==> config.mk <==
export PLATFORM = sky130hd
export DESIGN_NAME = core_cycle_timing_and_status
export DESIGN_NICKNAME = d
export VERILOG_FILES = /design/src/verilog/state_sequencer.v /design/src/verilog/core_cycle_timing_and_status.v
export VERILOG_INCLUDE_DIRS = /design/src /design/src/verilog
export SDC_FILE = /design/constraint.sdc
export NUM_CORES = 1
export LEC_CHECK = 0
export ABC_AREA = 1
export CORE_AREA = 4 4 204 127
export CTS_CLUSTER_SIZE = 16
export DETAILED_ROUTE_END_ITERATION = 8
export DIE_AREA = 0 0 208 131
export DONT_BUFFER_PORTS = 1
export GPL_ROUTABILITY_DRIVEN = 0
export GPL_TIMING_DRIVEN = 1
export SLEW_MARGIN = 20
export SYNTH_ARGS = -nofsm -noshare
export SYNTH_HDL_FRONTEND = slang
export SYNTH_SLANG_ARGS = --single-unit
==> constraint.sdc <==
create_clock -name clk -period 6.75 [get_ports clk]
set_input_delay 0.675 -clock clk [delete_from_list [all_inputs] [get_ports clk]]
set_output_delay 0.675 -clock clk [all_outputs]
set_load 0.02 [all_outputs]
==> src/verilog/core_timing_regs.vh <==
// Purpose: constants for the core cycle timing and status block
// Assumes: 32-bit AHB-Lite register access, one word per register
// Notes: offsets are byte addresses
// What this block does
// - four states make every machine cycle
// - at most one opcode fetch per machine cycle, only in the first byte-count cycles
// - jumps and calls add one cycle
// - 128 of 256 opcodes single cycle
// - other non-move codes take two, three, four or five cycles
// - data moves stretch two to nine cycles
// - the rising clock edge times internal states, the falling edge the half-state phase
// - carry set on alu carry, bit accumulator
// - aux carry set on nibble carry
// - overflow on carry seven xor eight
// - parity follows accumulator ones count
// - two free user flags
// - bank bits select register bank base
// - suppress bit blocks latch strobe on-chip
// - enable routes data moves to on-chip ram
`ifndef CORE_TIMING_REGS_VH
`define CORE_TIMING_REGS_VH
`define OFS_STATUS 8'h00
`define OFS_CONTROL 8'h04
`define OFS_INSTR 8'h08
`define OFS_STATE 8'h0c
`define OFS_ACC 8'h10
`define BIT_CARRY 7
`define BIT_AUX 6
`define BIT_USERA 5
`define BIT_BANKH 4
`define BIT_BANKL 3
`define BIT_OVF 2
`define BIT_USERB 1
`define BIT_PARITY 0
`define CTL_SUPPRESS 0
`define CTL_XRAM 1
`define CTL_STRETCH_LO 2
`define STATUS_RESET 8'h00
`define STRETCH_RESET 3'h0
`define STATES_PER_CYCLE 2'h3
`define MIN_MOVE_CYCLES 4'h2
`endif

==> src/verilog/state_sequencer.v <==
// Purpose: four-state machine cycle sequencer
// Assumes: runs on both clock edges
// Notes: half-state phase kept on the falling edge
`timescale 1ns/1ps
`default_nettype none
`include "core_timing_regs.vh"
module state_sequencer (
  input wire clk,
  input wire rstn,
  output reg [1:0] state_ff,
  output reg cycleEnd_ff,
  output reg fallPhase_ff
);
  always @(posedge clk or negedge rstn) begin
    if (!rstn) begin
      state_ff <= 2'h0;
      cycleEnd_ff <= 1'b0;
    end else begin
      state_ff <= state_ff + 2'h1;
      cycleEnd_ff <= (state_ff == (`STATES_PER_CYCLE - 2'h1));
    end
  end
  // falling edge marks the second half of each state
  always @(negedge clk or negedge rstn) begin
    if (!rstn) begin
      fallPhase_ff <= 1'b0;
    end else begin
      fallPhase_ff <= ~fallPhase_ff;
    end
  end
endmodule // state_sequencer
`default_nettype wire

==> src/verilog/core_cycle_timing_and_status.v <==
// Purpose: instruction cycle timing and program status for an 8-bit core
// Assumes: registers over AHB-Lite, instructions posted by software
// Notes: writes to instr register while none is pending start an instruction with its flag results
`timescale 1ns/1ps
`default_nettype none
`include "core_timing_regs.vh"
module core_cycle_timing_and_status (
  input wire clk,
  input wire rstn,
  input wire hsel,
  input wire [31:0] haddr,
  input wire [1:0] htrans,
  input wire hwrite,
  input wire [2:0] hsize,
  input wire [31:0] hwdata,
  input wire hready,
  output reg [31:0] hrdata,
  output reg hreadyout,
  output reg hresp,
  output reg stateOne_ff,
  output reg stateFour_ff,
  output reg fetchStrobe_ff,
  output reg latchStrobe_ff,
  output reg readStrobe_ff,
  output reg writeStrobe_ff,
  output reg xramSelect_ff,
  output reg busy_ff,
  output reg [4:0] bankBase_ff
);
  ////////////////////////////////////////////////////////////////////////
  reg rs1_ff, rs2_ff;
  wire rst;
  always @(posedge clk or negedge rstn) begin
    if (!rstn) begin
      rs1_ff <= 1'b0;
      rs2_ff <= 1'b0;
    end else begin
      rs1_ff <= 1'b1;
      rs2_ff <= rs1_ff;
    end
  end
  assign rst = rs2_ff;
  wire [1:0] state;
  wire cycleEnd;
  state_sequencer seq (
    .clk(clk),
    .rstn(rst),
    .state_ff(state),
    .cycleEnd_ff(cycleEnd),
    .fallPhase_ff()
  );
  ////////////////////////////////////////////////////////////////////////
  localparam ST_IDLE = 3'b001;
  localparam ST_RUN = 3'b010;
  localparam ST_WAIT = 3'b100;
  reg [2:0] fsm_ff, nxt_fsm;
  reg [7:0] status_ff, nxt_status;
  reg [7:0] acc_ff, nxt_acc;
  reg suppress_ff, xramEn_ff;
  reg [2:0] stretch_ff;
  reg [31:0] instr_ff;
  reg pending_ff;
  reg [3:0] cycLeft_ff, nxt_cycLeft;
  reg [3:0] cycCount_ff;
  // instr word: [7:0] opcode, [9:8] bytes-1, [10] jump/call, [11] data move,
  // [12] write, [13] onchip access, [14] carry, [15] aux, [16] ovf en,
  // [17] carry7, [18] carry8, [26:19] acc result, [27] flag update
  reg [31:0] ap_addr_ff;
  reg ap_wr_ff, ap_valid_ff;
  wire apTake = hsel & hready & htrans[1];
  always @(posedge clk or negedge rst) begin
    if (!rst) begin
      ap_addr_ff <= 32'h0;
      ap_wr_ff <= 1'b0;
      ap_valid_ff <= 1'b0;
    end else begin
      ap_valid_ff <= apTake;
      if (apTake) begin
        ap_addr_ff <= haddr;
        ap_wr_ff <= hwrite;
      end
    end
  end
  wire wrPhase = ap_valid_ff & ap_wr_ff;
  wire wrStatus = wrPhase & (ap_addr_ff[7:0] == `OFS_STATUS);
  wire wrControl = wrPhase & (ap_addr_ff[7:0] == `OFS_CONTROL);
  wire wrInstr = wrPhase & (ap_addr_ff[7:0] == `OFS_INSTR) & ~pending_ff;
  wire wrAcc = wrPhase & (ap_addr_ff[7:0] == `OFS_ACC);
  reg [31:0] rdMux;
  always @* begin
    rdMux = 32'h0;
    if (haddr[7:0] == `OFS_STATUS) begin
      rdMux = {24'h0, status_ff};
    end else if (haddr[7:0] == `OFS_CONTROL) begin
      rdMux = {27'h0, stretch_ff, xramEn_ff, suppress_ff};
    end else if (haddr[7:0] == `OFS_INSTR) begin
      rdMux = instr_ff;
    end else if (haddr[7:0] == `OFS_STATE) begin
      rdMux = {24'h0, cycCount_ff, pending_ff, busy_ff, state};
    end else if (haddr[7:0] == `OFS_ACC) begin
      rdMux = {24'h0, acc_ff};
    end
  end
  always @(posedge clk or negedge rst) begin
    if (!rst) begin
      hrdata <= 32'h0;
      hreadyout <= 1'b1;
      hresp <= 1'b0;
    end else begin
      hreadyout <= 1'b1;
      hresp <= 1'b0;
      if (apTake & ~hwrite) begin
        hrdata <= rdMux;
      end
    end
  end
  always @(posedge clk or negedge rst) begin
    if (!rst) begin
      suppress_ff <= 1'b0;
      xramEn_ff <= 1'b0;
      stretch_ff <= `STRETCH_RESET;
    end else if (wrControl) begin
      suppress_ff <= hwdata[`CTL_SUPPRESS];
      xramEn_ff <= hwdata[`CTL_XRAM];
      stretch_ff <= hwdata[`CTL_STRETCH_LO+2:`CTL_STRETCH_LO];
    end
  end
  ////////////////////////////////////////////////////////////////////////
  // cycle count of the posted instruction
  wire [3:0] byteCnt = {2'h0, instr_ff[9:8]} + 4'h1;
  wire isMove = instr_ff[11];
  wire [3:0] moveCyc = `MIN_MOVE_CYCLES + {1'b0, stretch_ff};
  wire [3:0] baseCyc = isMove ? moveCyc : byteCnt;
  wire [3:0] totalCyc = baseCyc + {3'h0, instr_ff[10] & ~isMove};
  // single-cycle for one byte non-jump non-move codes, otherwise 2..5 or stretched
  wire [3:0] clipCyc = (totalCyc > 4'h5 && !isMove) ? 4'h5 : totalCyc;
  wire lastCycle = (cycLeft_ff == 4'h1) & cycleEnd;
  always @* begin
    nxt_fsm = fsm_ff;
    nxt_cycLeft = cycLeft_ff;
    case (fsm_ff)
      ST_IDLE: begin
        if (pending_ff) begin
          nxt_fsm = ST_WAIT;
        end
      end
      ST_WAIT: begin
        if (cycleEnd) begin
          nxt_fsm = ST_RUN;
          nxt_cycLeft = clipCyc;
        end
      end
      ST_RUN: begin
        if (cycleEnd) begin
          nxt_cycLeft = cycLeft_ff - 4'h1;
          if (cycLeft_ff == 4'h1) begin
            nxt_fsm = ST_IDLE;
          end
        end
      end
      default: nxt_fsm = ST_IDLE;
    endcase
  end
  wire running = (fsm_ff == ST_RUN);
  wire doneNow = running & lastCycle;
  always @(posedge clk or negedge rst) begin
    if (!rst) begin
      fsm_ff <= ST_IDLE;
      cycLeft_ff <= 4'h0;
      cycCount_ff <= 4'h0;
      instr_ff <= 32'h0;
      pending_ff <= 1'b0;
    end else begin
      fsm_ff <= nxt_fsm;
      cycLeft_ff <= nxt_cycLeft;
      if (wrInstr) begin
        instr_ff <= hwdata;
        pending_ff <= 1'b1;
        cycCount_ff <= 4'h0;
      end else if (doneNow) begin
        pending_ff <= 1'b0;
      end
      if (running & cycleEnd) begin
        cycCount_ff <= cycCount_ff + 4'h1;
      end
    end
  end
  ////////////////////////////////////////////////////////////////////////
  always @* begin
    nxt_status = status_ff;
    nxt_acc = acc_ff;
    if (wrStatus) begin
      nxt_status = hwdata[7:0];
    end
    if (wrAcc) begin
      nxt_acc = hwdata[7:0];
    end
    if (doneNow & instr_ff[27]) begin
      nxt_status[`BIT_CARRY] = instr_ff[14];
      nxt_status[`BIT_AUX] = instr_ff[15];
      if (instr_ff[16]) begin
        nxt_status[`BIT_OVF] = instr_ff[17] ^ instr_ff[18];
      end
      nxt_acc = instr_ff[26:19];
    end
    nxt_status[`BIT_PARITY] = ^nxt_acc;
  end
  always @(posedge clk or negedge rst) begin
    if (!rst) begin
      status_ff <= `STATUS_RESET;
      acc_ff <= 8'h00;
    end else begin
      status_ff <= nxt_status;
      acc_ff <= nxt_acc;
    end
  end
  ////////////////////////////////////////////////////////////////////////
  wire moveCycle = running & isMove & (cycLeft_ff != clipCyc);
  wire toXram = xramEn_ff & isMove;
  wire onchip = instr_ff[13] | toXram;
  always @(posedge clk or negedge rst) begin
    if (!rst) begin
      stateOne_ff <= 1'b0;
      stateFour_ff <= 1'b0;
      fetchStrobe_ff <= 1'b0;
      latchStrobe_ff <= 1'b0;
      readStrobe_ff <= 1'b0;
      writeStrobe_ff <= 1'b0;
      xramSelect_ff <= 1'b0;
      busy_ff <= 1'b0;
      bankBase_ff <= 5'h00;
    end else begin
      stateOne_ff <= (state == 2'h3);
      stateFour_ff <= (state == 2'h2);
      fetchStrobe_ff <= running & (state == 2'h3) & (cycLeft_ff > (clipCyc - byteCnt));
      latchStrobe_ff <= running & (state == 2'h3) & ~(suppress_ff & onchip);
      readStrobe_ff <= moveCycle & ~instr_ff[12] & ~toXram;
      writeStrobe_ff <= moveCycle & instr_ff[12] & ~toXram;
      xramSelect_ff <= moveCycle & toXram;
      busy_ff <= pending_ff;
      bankBase_ff <= {status_ff[`BIT_BANKH], status_ff[`BIT_BANKL], 3'h0};
    end
  end
endmodule // core_cycle_timing_and_status
`default_nettype wire

-- Word-level counts from Yosys, hierarchy flattened
Cells that the tools add are included.
- flip-flop bits (word level): 121
- input port bits: 74
- output and inout port bits: 47
- add/sub/neg operators: 7
- $lt $le $gt $ge: 2
- eq/ne operators: 18
- multiplexer cells: 25
- bitwise gates (word level): 34
- reductions and logical operators: 11
- operators with widths (operator ; number):
    32-bit two-way mux ; 3
    8-bit two-way mux ; 5
    1-bit bitwise AND ; 26
    8-bit by 4-bit == test with 1-bit output, second input constant ; 3
    4-bit two-way mux ; 6
    8-bit by 3-bit == test with 1-bit output, second input constant ; 2
    8-bit by 5-bit == test with 1-bit output, second input constant ; 2
    8-bit zero test ; 2
    3-bit two-way mux ; 4
    3-bit case mux with 3 select lines ; 1
    4-bit case mux with 2 select lines ; 1
    2-bit nonzero test ; 4
    8-bit XOR reduction ; 1
    2-bit by 1-bit != test with 1-bit output, second input constant ; 3
    1-bit NOT ; 6
    2-bit by 3-bit adder with 4-bit output, first input constant ; 1
    4-bit by 1-bit adder with 4-bit output ; 1
    4-bit by 1-bit adder with 4-bit output, second input constant ; 1
    2-bit == test, second input constant ; 2
    4-bit by 1-bit == test with 1-bit output, second input constant ; 1
    4-bit by 3-bit greater-than comparator with 1-bit output, second input constant ; 1
    4-bit greater-than comparator ; 1
    1-bit two-way mux ; 4
    4-bit != test ; 1
    other kinds (15) ; 15

-- Logic depth before layout (Yosys ltp)
- depth after elaboration: 10
- mapped depth: 20
- mapped depth without buffers: 20

-- Modules after synthesis
A second synthesis with hierarchy kept.
- cell total of the unflattened synthesis: 743
- area, all modules: 6214.7 um2
- by module, submodules not included (module ; times used ; cells an instance ; area an instance (um2)):
    core_cycle_timing_and_status ; 1 ; 735 ; 6090.8
    state_sequencer ; 1 ; 8 ; 123.9

-- Worst setup path after synthesis
OpenSTA, ideal clock, no wires.
- path type: flip-flop to flip-flop
- start: register instr_ff[8]
- end: register fetchStrobe_ff
- setup time: 0.121 ns
- arrival time: 2.756 ns
- slack: 3.873 ns
- cell stages (with the launch flop): 21
- buffers on the path: 0
- path through: dfrtp_1 > ha_1 > nand2_1 > o21ai_2 > ha_1 > inv_1 > nand3_1 > nand3_1 > nand2_1 > nand2_2 > nand2_1 > inv_2 > ha_1 > inv_1 > fa_1 > inv_1 > ha_1 > a21oi_1 > o21ai_0 > o2111ai_1 > inv_1
- cells in the longest elaborated chain, start to end: 9
- RTL lines (item ; RTL line ; source):
    start: declaration ; core_cycle_timing_and_status.v:61 ; reg [31:0] instr_ff;
    start signal: assignment ; core_cycle_timing_and_status.v:177 ; instr_ff <= hwdata;
    2-bit by 1-bit adder with 3-bit output (*) ; core_cycle_timing_and_status.v:130 ; wire [3:0] byteCnt = {2'h0, instr_ff[9:8]} + 4'h1;
    4-bit two-way mux ; core_cycle_timing_and_status.v:133 ; wire [3:0] baseCyc = isMove ? moveCyc : byteCnt;
    4-bit by 1-bit adder with 4-bit output ; core_cycle_timing_and_status.v:134 ; wire [3:0] totalCyc = baseCyc + {3'h0, instr_ff[10] & ~isMove};
    4-bit by 3-bit greater-than comparator with 1-bit output ; core_cycle_timing_and_status.v:136 ; wire [3:0] clipCyc = (totalCyc > 4'h5 && !isMove) ? 4'h5 : totalCyc;
    1-bit logical AND ; core_cycle_timing_and_status.v:136 ;
    4-bit two-way mux ; core_cycle_timing_and_status.v:136 ;
    4-bit by 3-bit subtractor with 4-bit output (*) ; core_cycle_timing_and_status.v:235 ; fetchStrobe_ff <= running & (state == 2'h3) & (cycLeft_ff > (clipCyc - byteCnt));
    4-bit greater-than comparator (*) ; core_cycle_timing_and_status.v:235 ;
    1-bit bitwise AND (*) ; core_cycle_timing_and_status.v:235 ;
    end signal: assignment ; core_cycle_timing_and_status.v:235 ;
    end: declaration ; core_cycle_timing_and_status.v:22 ; output reg fetchStrobe_ff,
Every way passes the cells marked *; elsewhere a longest branch is shown, timed or not.
A chain may end at the register's enable or synchronous reset.

-- Worst setup path in the final report
Ends and elaborated chain as after synthesis.

==> summary.txt <==
Timing
  • Post-route clock period utilization: 46.5%
  • Post-route setup TNS: 0 ns
  • RSZ-0062 raised after global routing: false
  • Min cycle time layout: 3.14 ns
  • Max Slew Vio Count: 0
  • Normalized max-slew margin: between 30% and 40%
  • Tightest Pin Transition: between 1 and 1.5 ns
  • Clock skew: 0.0104 ns
  • Setup Viol. Count Final: 0
  • Final Hold Vio Count: 0
  • Min Hold Slack: 0.349 ns
  • Max Clk Rate: 0.319 GHz

Die
  • Initial Util: around a quarter
  • Die width: ~210 um
  • Core Area: between 0.02 and 0.025 mm2
  • IO Count: ~120
  • Die height: 131 um
  • DIE AREA: 0.0272 mm2
  • Row Count: 44

Placement
  • IO buf count: 0
  • Dpl hpwl: 12,500 um

Clock tree
  • Clock buffer depth: 2
  • Clock root cell: clkbuf_16
  • Cts bufs inserted: 17
  • Clk Latency, worst-skew pair: between 0.4 and 0.5 ns
  • # clock sinks: 121
  • CTS tree: done
  • Cts repair resizes: 0
  • H-tree depth: 4
  • Reg clk slew, reported paths: 0.06 ns

Worst setup path
  • CP max FO: 4
  • Crit end category: register
  • Slowest cell on the critical path: fa_1
  • CP Launch Point: instr_ff[8]
  • CP Buf/Inv Count: 5
  • Critical Path RT: 7.05 ns
  • CP max stage delay: 0.47 ns
  • CP Class: register to register
  • Reg-to-Reg Start: instr_ff[8]
  • Crit-path cells: ha_1, nand2_1, o21ai_2, ha_1, inv_1, nand3_1, nand3_1, nand2_1, nand2_2, nand2_1, inv_2, ha_1, inv_1, fa_1, inv_1, ha_1, a21oi_1, o21ai_0, o2111ai_1, inv_1
  • Worst path top cell family by delay: adder cells
  • Worst Path Arrival: ~3.4 ns
  • Nature of the critical path startpoint: register

Min path
  • Worst hold start: rs1_ff
  • Worst min-delay path category: register to register

Layout
  • Layout cell share with drive strength beyond 1: 9.21%
  • ANT cells: 0
  • P&R area growth vs syn: 14.4%
  • Number of fillers in the final layout: 2,577
  • # nets final: 849

Yosys
  • Synth Cell Area: between 0.006 and 0.007 mm2
  • Unique cell type count in the Yosys netlist: 39
  • Synth Area per Inst: 8.16 um2
  • Yosys Warn Count: 0
  • Async set-reset flop share out of synthesis: 100%
  • Register area share after synthesis: between 40% and 50%
  • Synthesized netlist cell count: 756
  • Top_reg_cell synth: dfrtp_1
  • EDFF count, synth: 0
  • Seq cells post-synth: 121

Detailed routing
  • Final wirelength: 16,900 um
  • Wirelength per Cell: roughly 15 um
  • # DRC: 0
  • Vias: between 4,000 and 5,000
  • First-pass DRT Iterations: 5
  • Vias per cell: 4.46
  • Initial drt markers: 348
  • Antenna viol nets, final: 0

Power
  • Lkg Pwr: 3.81 nW
  • Worst VDD drop: about 0.00016 V
  • PwrDens: 325 mW/mm2
  • Power consumption: 2.29 mW

Global routing
  • Antenna violations before repair: 0
  • First-pass GRT wire length: 26,800 um
  • Vias in the first global route: 4,634
  • Pin count of the biggest net entering global routing: 65
  • Total congestion overflow: 0
  • Tot GR Track Use: about an eighth

Status
  • Run status: complete, no violations

Job
  • Max capacitance violation total: 0
-- synthesized netlist by cell type (all sizes together) (4+ instances only) --
master	n	area share (%)
a21oi	23	1.9
buf	13	1.6
clkbuf	11	0.67
dfrtp	120	49
ha	16	3.2
inv	130	7.9
mux2i	8	1.3
nand2	224	14
nand3	47	4.5
nand4	5	0.51
nor2	36	2.8
nor3	4	0.51
o211ai	5	0.61
o21ai	65	5.3
o22ai	6	0.61
o31ai	24	2.9
xor2	4	0.57
-- final timing paths --
kind | endpoint | slack [ns] | cells past startpoint
min reg2reg | rs2_ff | 0.35 | 0
min | rs2_ff | 0.35 | 0
min in group asynchronous | cycCount_ff[2] | 0.45 | 0
max | fetchStrobe_ff | 3.61 | 20
max in group asynchronous | instr_ff[31] | 5.04 | 1
max reg2reg | fetchStrobe_ff | 3.61 | 20
-- repair_timing --
item                       4_1_cts  5_1_grt
buffers inserted                 0        0
hold endpoints to repair         2        0
setup endpoints to repair        0        0
hold buffers                     1        0
-- report_power, final --
group / internal, mW / total, mW / leakage [nW] / switching, mW
clock: 0.569 / 0.899 / 0.286 / 0.331
combinational: 0.176 / 0.466 / 2.00 / 0.291
sequential: 0.826 / 0.929 / 1.52 / 0.103
total: 1.57 / 2.29 / 3.81 / 0.724
-- cells in the final DEF, fill, tap and decap left out, types with 2 or more instances in the layout --
cell type  Yosys  final
clkbuf_16      0     17
o311ai_0       2      2
xnor2_1        2      2
mux2i_1        8      8
o21a_1         2      2
clkbuf_8       0      3
nand3_1       40     39
conb_1         2      6
o22ai_1        6      6
clkinv_2       0      6
nand2_2        7      7
nand3_2        6      7
nor3_1         3      3
inv_1        120    119
nor2_2         6      6
nand4_1        5      5
dfrtp_1      120    119
inv_2         10     11
nor2_1        27     27
ha_1          16     16
bufinv_16      0      2
o211ai_1       5      5
o31ai_1       24     24
nor2_4         3      3
xor2_1         4      4
o21ai_1       11     11
nand2_1      217    217
a21oi_1       23     23
buf_4          6      2
clkbuf_1      11      3
o21ai_0       53     53
-- metal layers --
layer | global-route usage (%) | routed length (um) | up-vias | share of wire, %
li1 | - | - | 2412 | -
met1 | 19.2 | 8700 | 2305 | 52
met2 | 17.1 | 6550 | 146 | 39
met3 | 4.49 | 1510 | 13 | 9.0
met4 | 3.55 | 118 | 0 | 0.70
met5 | 0 | 0 | - | 0
-- metrics by stage --
step	instances	worst slack (ns)	cell area (um2)	util, %
after floorplan	760	3.13	6180	-
after global placement	1060	3.69	6470	27.1
after detailed placement	1060	3.65	6470	27.1
after CTS	1093	3.63	7050	29.5
after global routing	1093	3.37	7050	29.5
final	1093	3.61	7050	29.5
-- worst reg2reg max path, stage by stage, from the launching register on --
cell and delay [ns]:
dfrtp_1 0.41, ha_1 0.32, nand2_1 0.08, o21ai_2 0.07
ha_1 0.21, inv_1 0.05, nand3_1 0.08, nand3_1 0.09
nand2_1 0.06, nand2_2 0.08, nand2_1 0.10, inv_2 0.08
ha_1 0.16, inv_1 0.06, fa_1 0.47, inv_1 0.04
ha_1 0.28, a21oi_1 0.14, o21ai_0 0.08, o2111ai_1 0.08
inv_1 0.05
-- cells by family (layout without fill, tap and decap cells) --
kind of cell,count (synthesis),count (layout),share of synthesized area (%)
buffers and inverters,155,166,10.2
adders and majority gates,17,17,3.57
and+or+nand+nor,319,319,22.8
other,2,6,0.122
muxes,8,8,1.30
xor gates and xnor gates,6,6,0.852
DFF,121,121,49.1
AOI/OAI and AO/OA,128,128,12.0
-- state kept, by name, indices dropped and copies added (netlist names), 2 cells and up --
register	count
hrdata	32
instr_ff	32
acc_ff	8
ap_addr_ff	8
status_ff	8
cycCount_ff	4
cycLeft_ff	4
fsm_ff	3
stretch_ff	3
bankBase_ff	2
seq.state_ff	2
-- final cells by class --
| class | instances | area, um2 | share of cell area [%] |
|---|---|---|---|
| flip-flops and latches | 121 | 3030 | 43.0 |
| inverters | 131 | 492 | 6.97 |
| clock inverters | 9 | 97.6 | 1.38 |
| clock buffers | 23 | 478 | 6.78 |
| well taps | 322 | 403 | 5.71 |
| multi-input cells | 484 | 2530 | 35.8 |
| repair buffers | 3 | 25.0 | 0.355 |
Note: power is estimated with default switching activity, not from simulation.
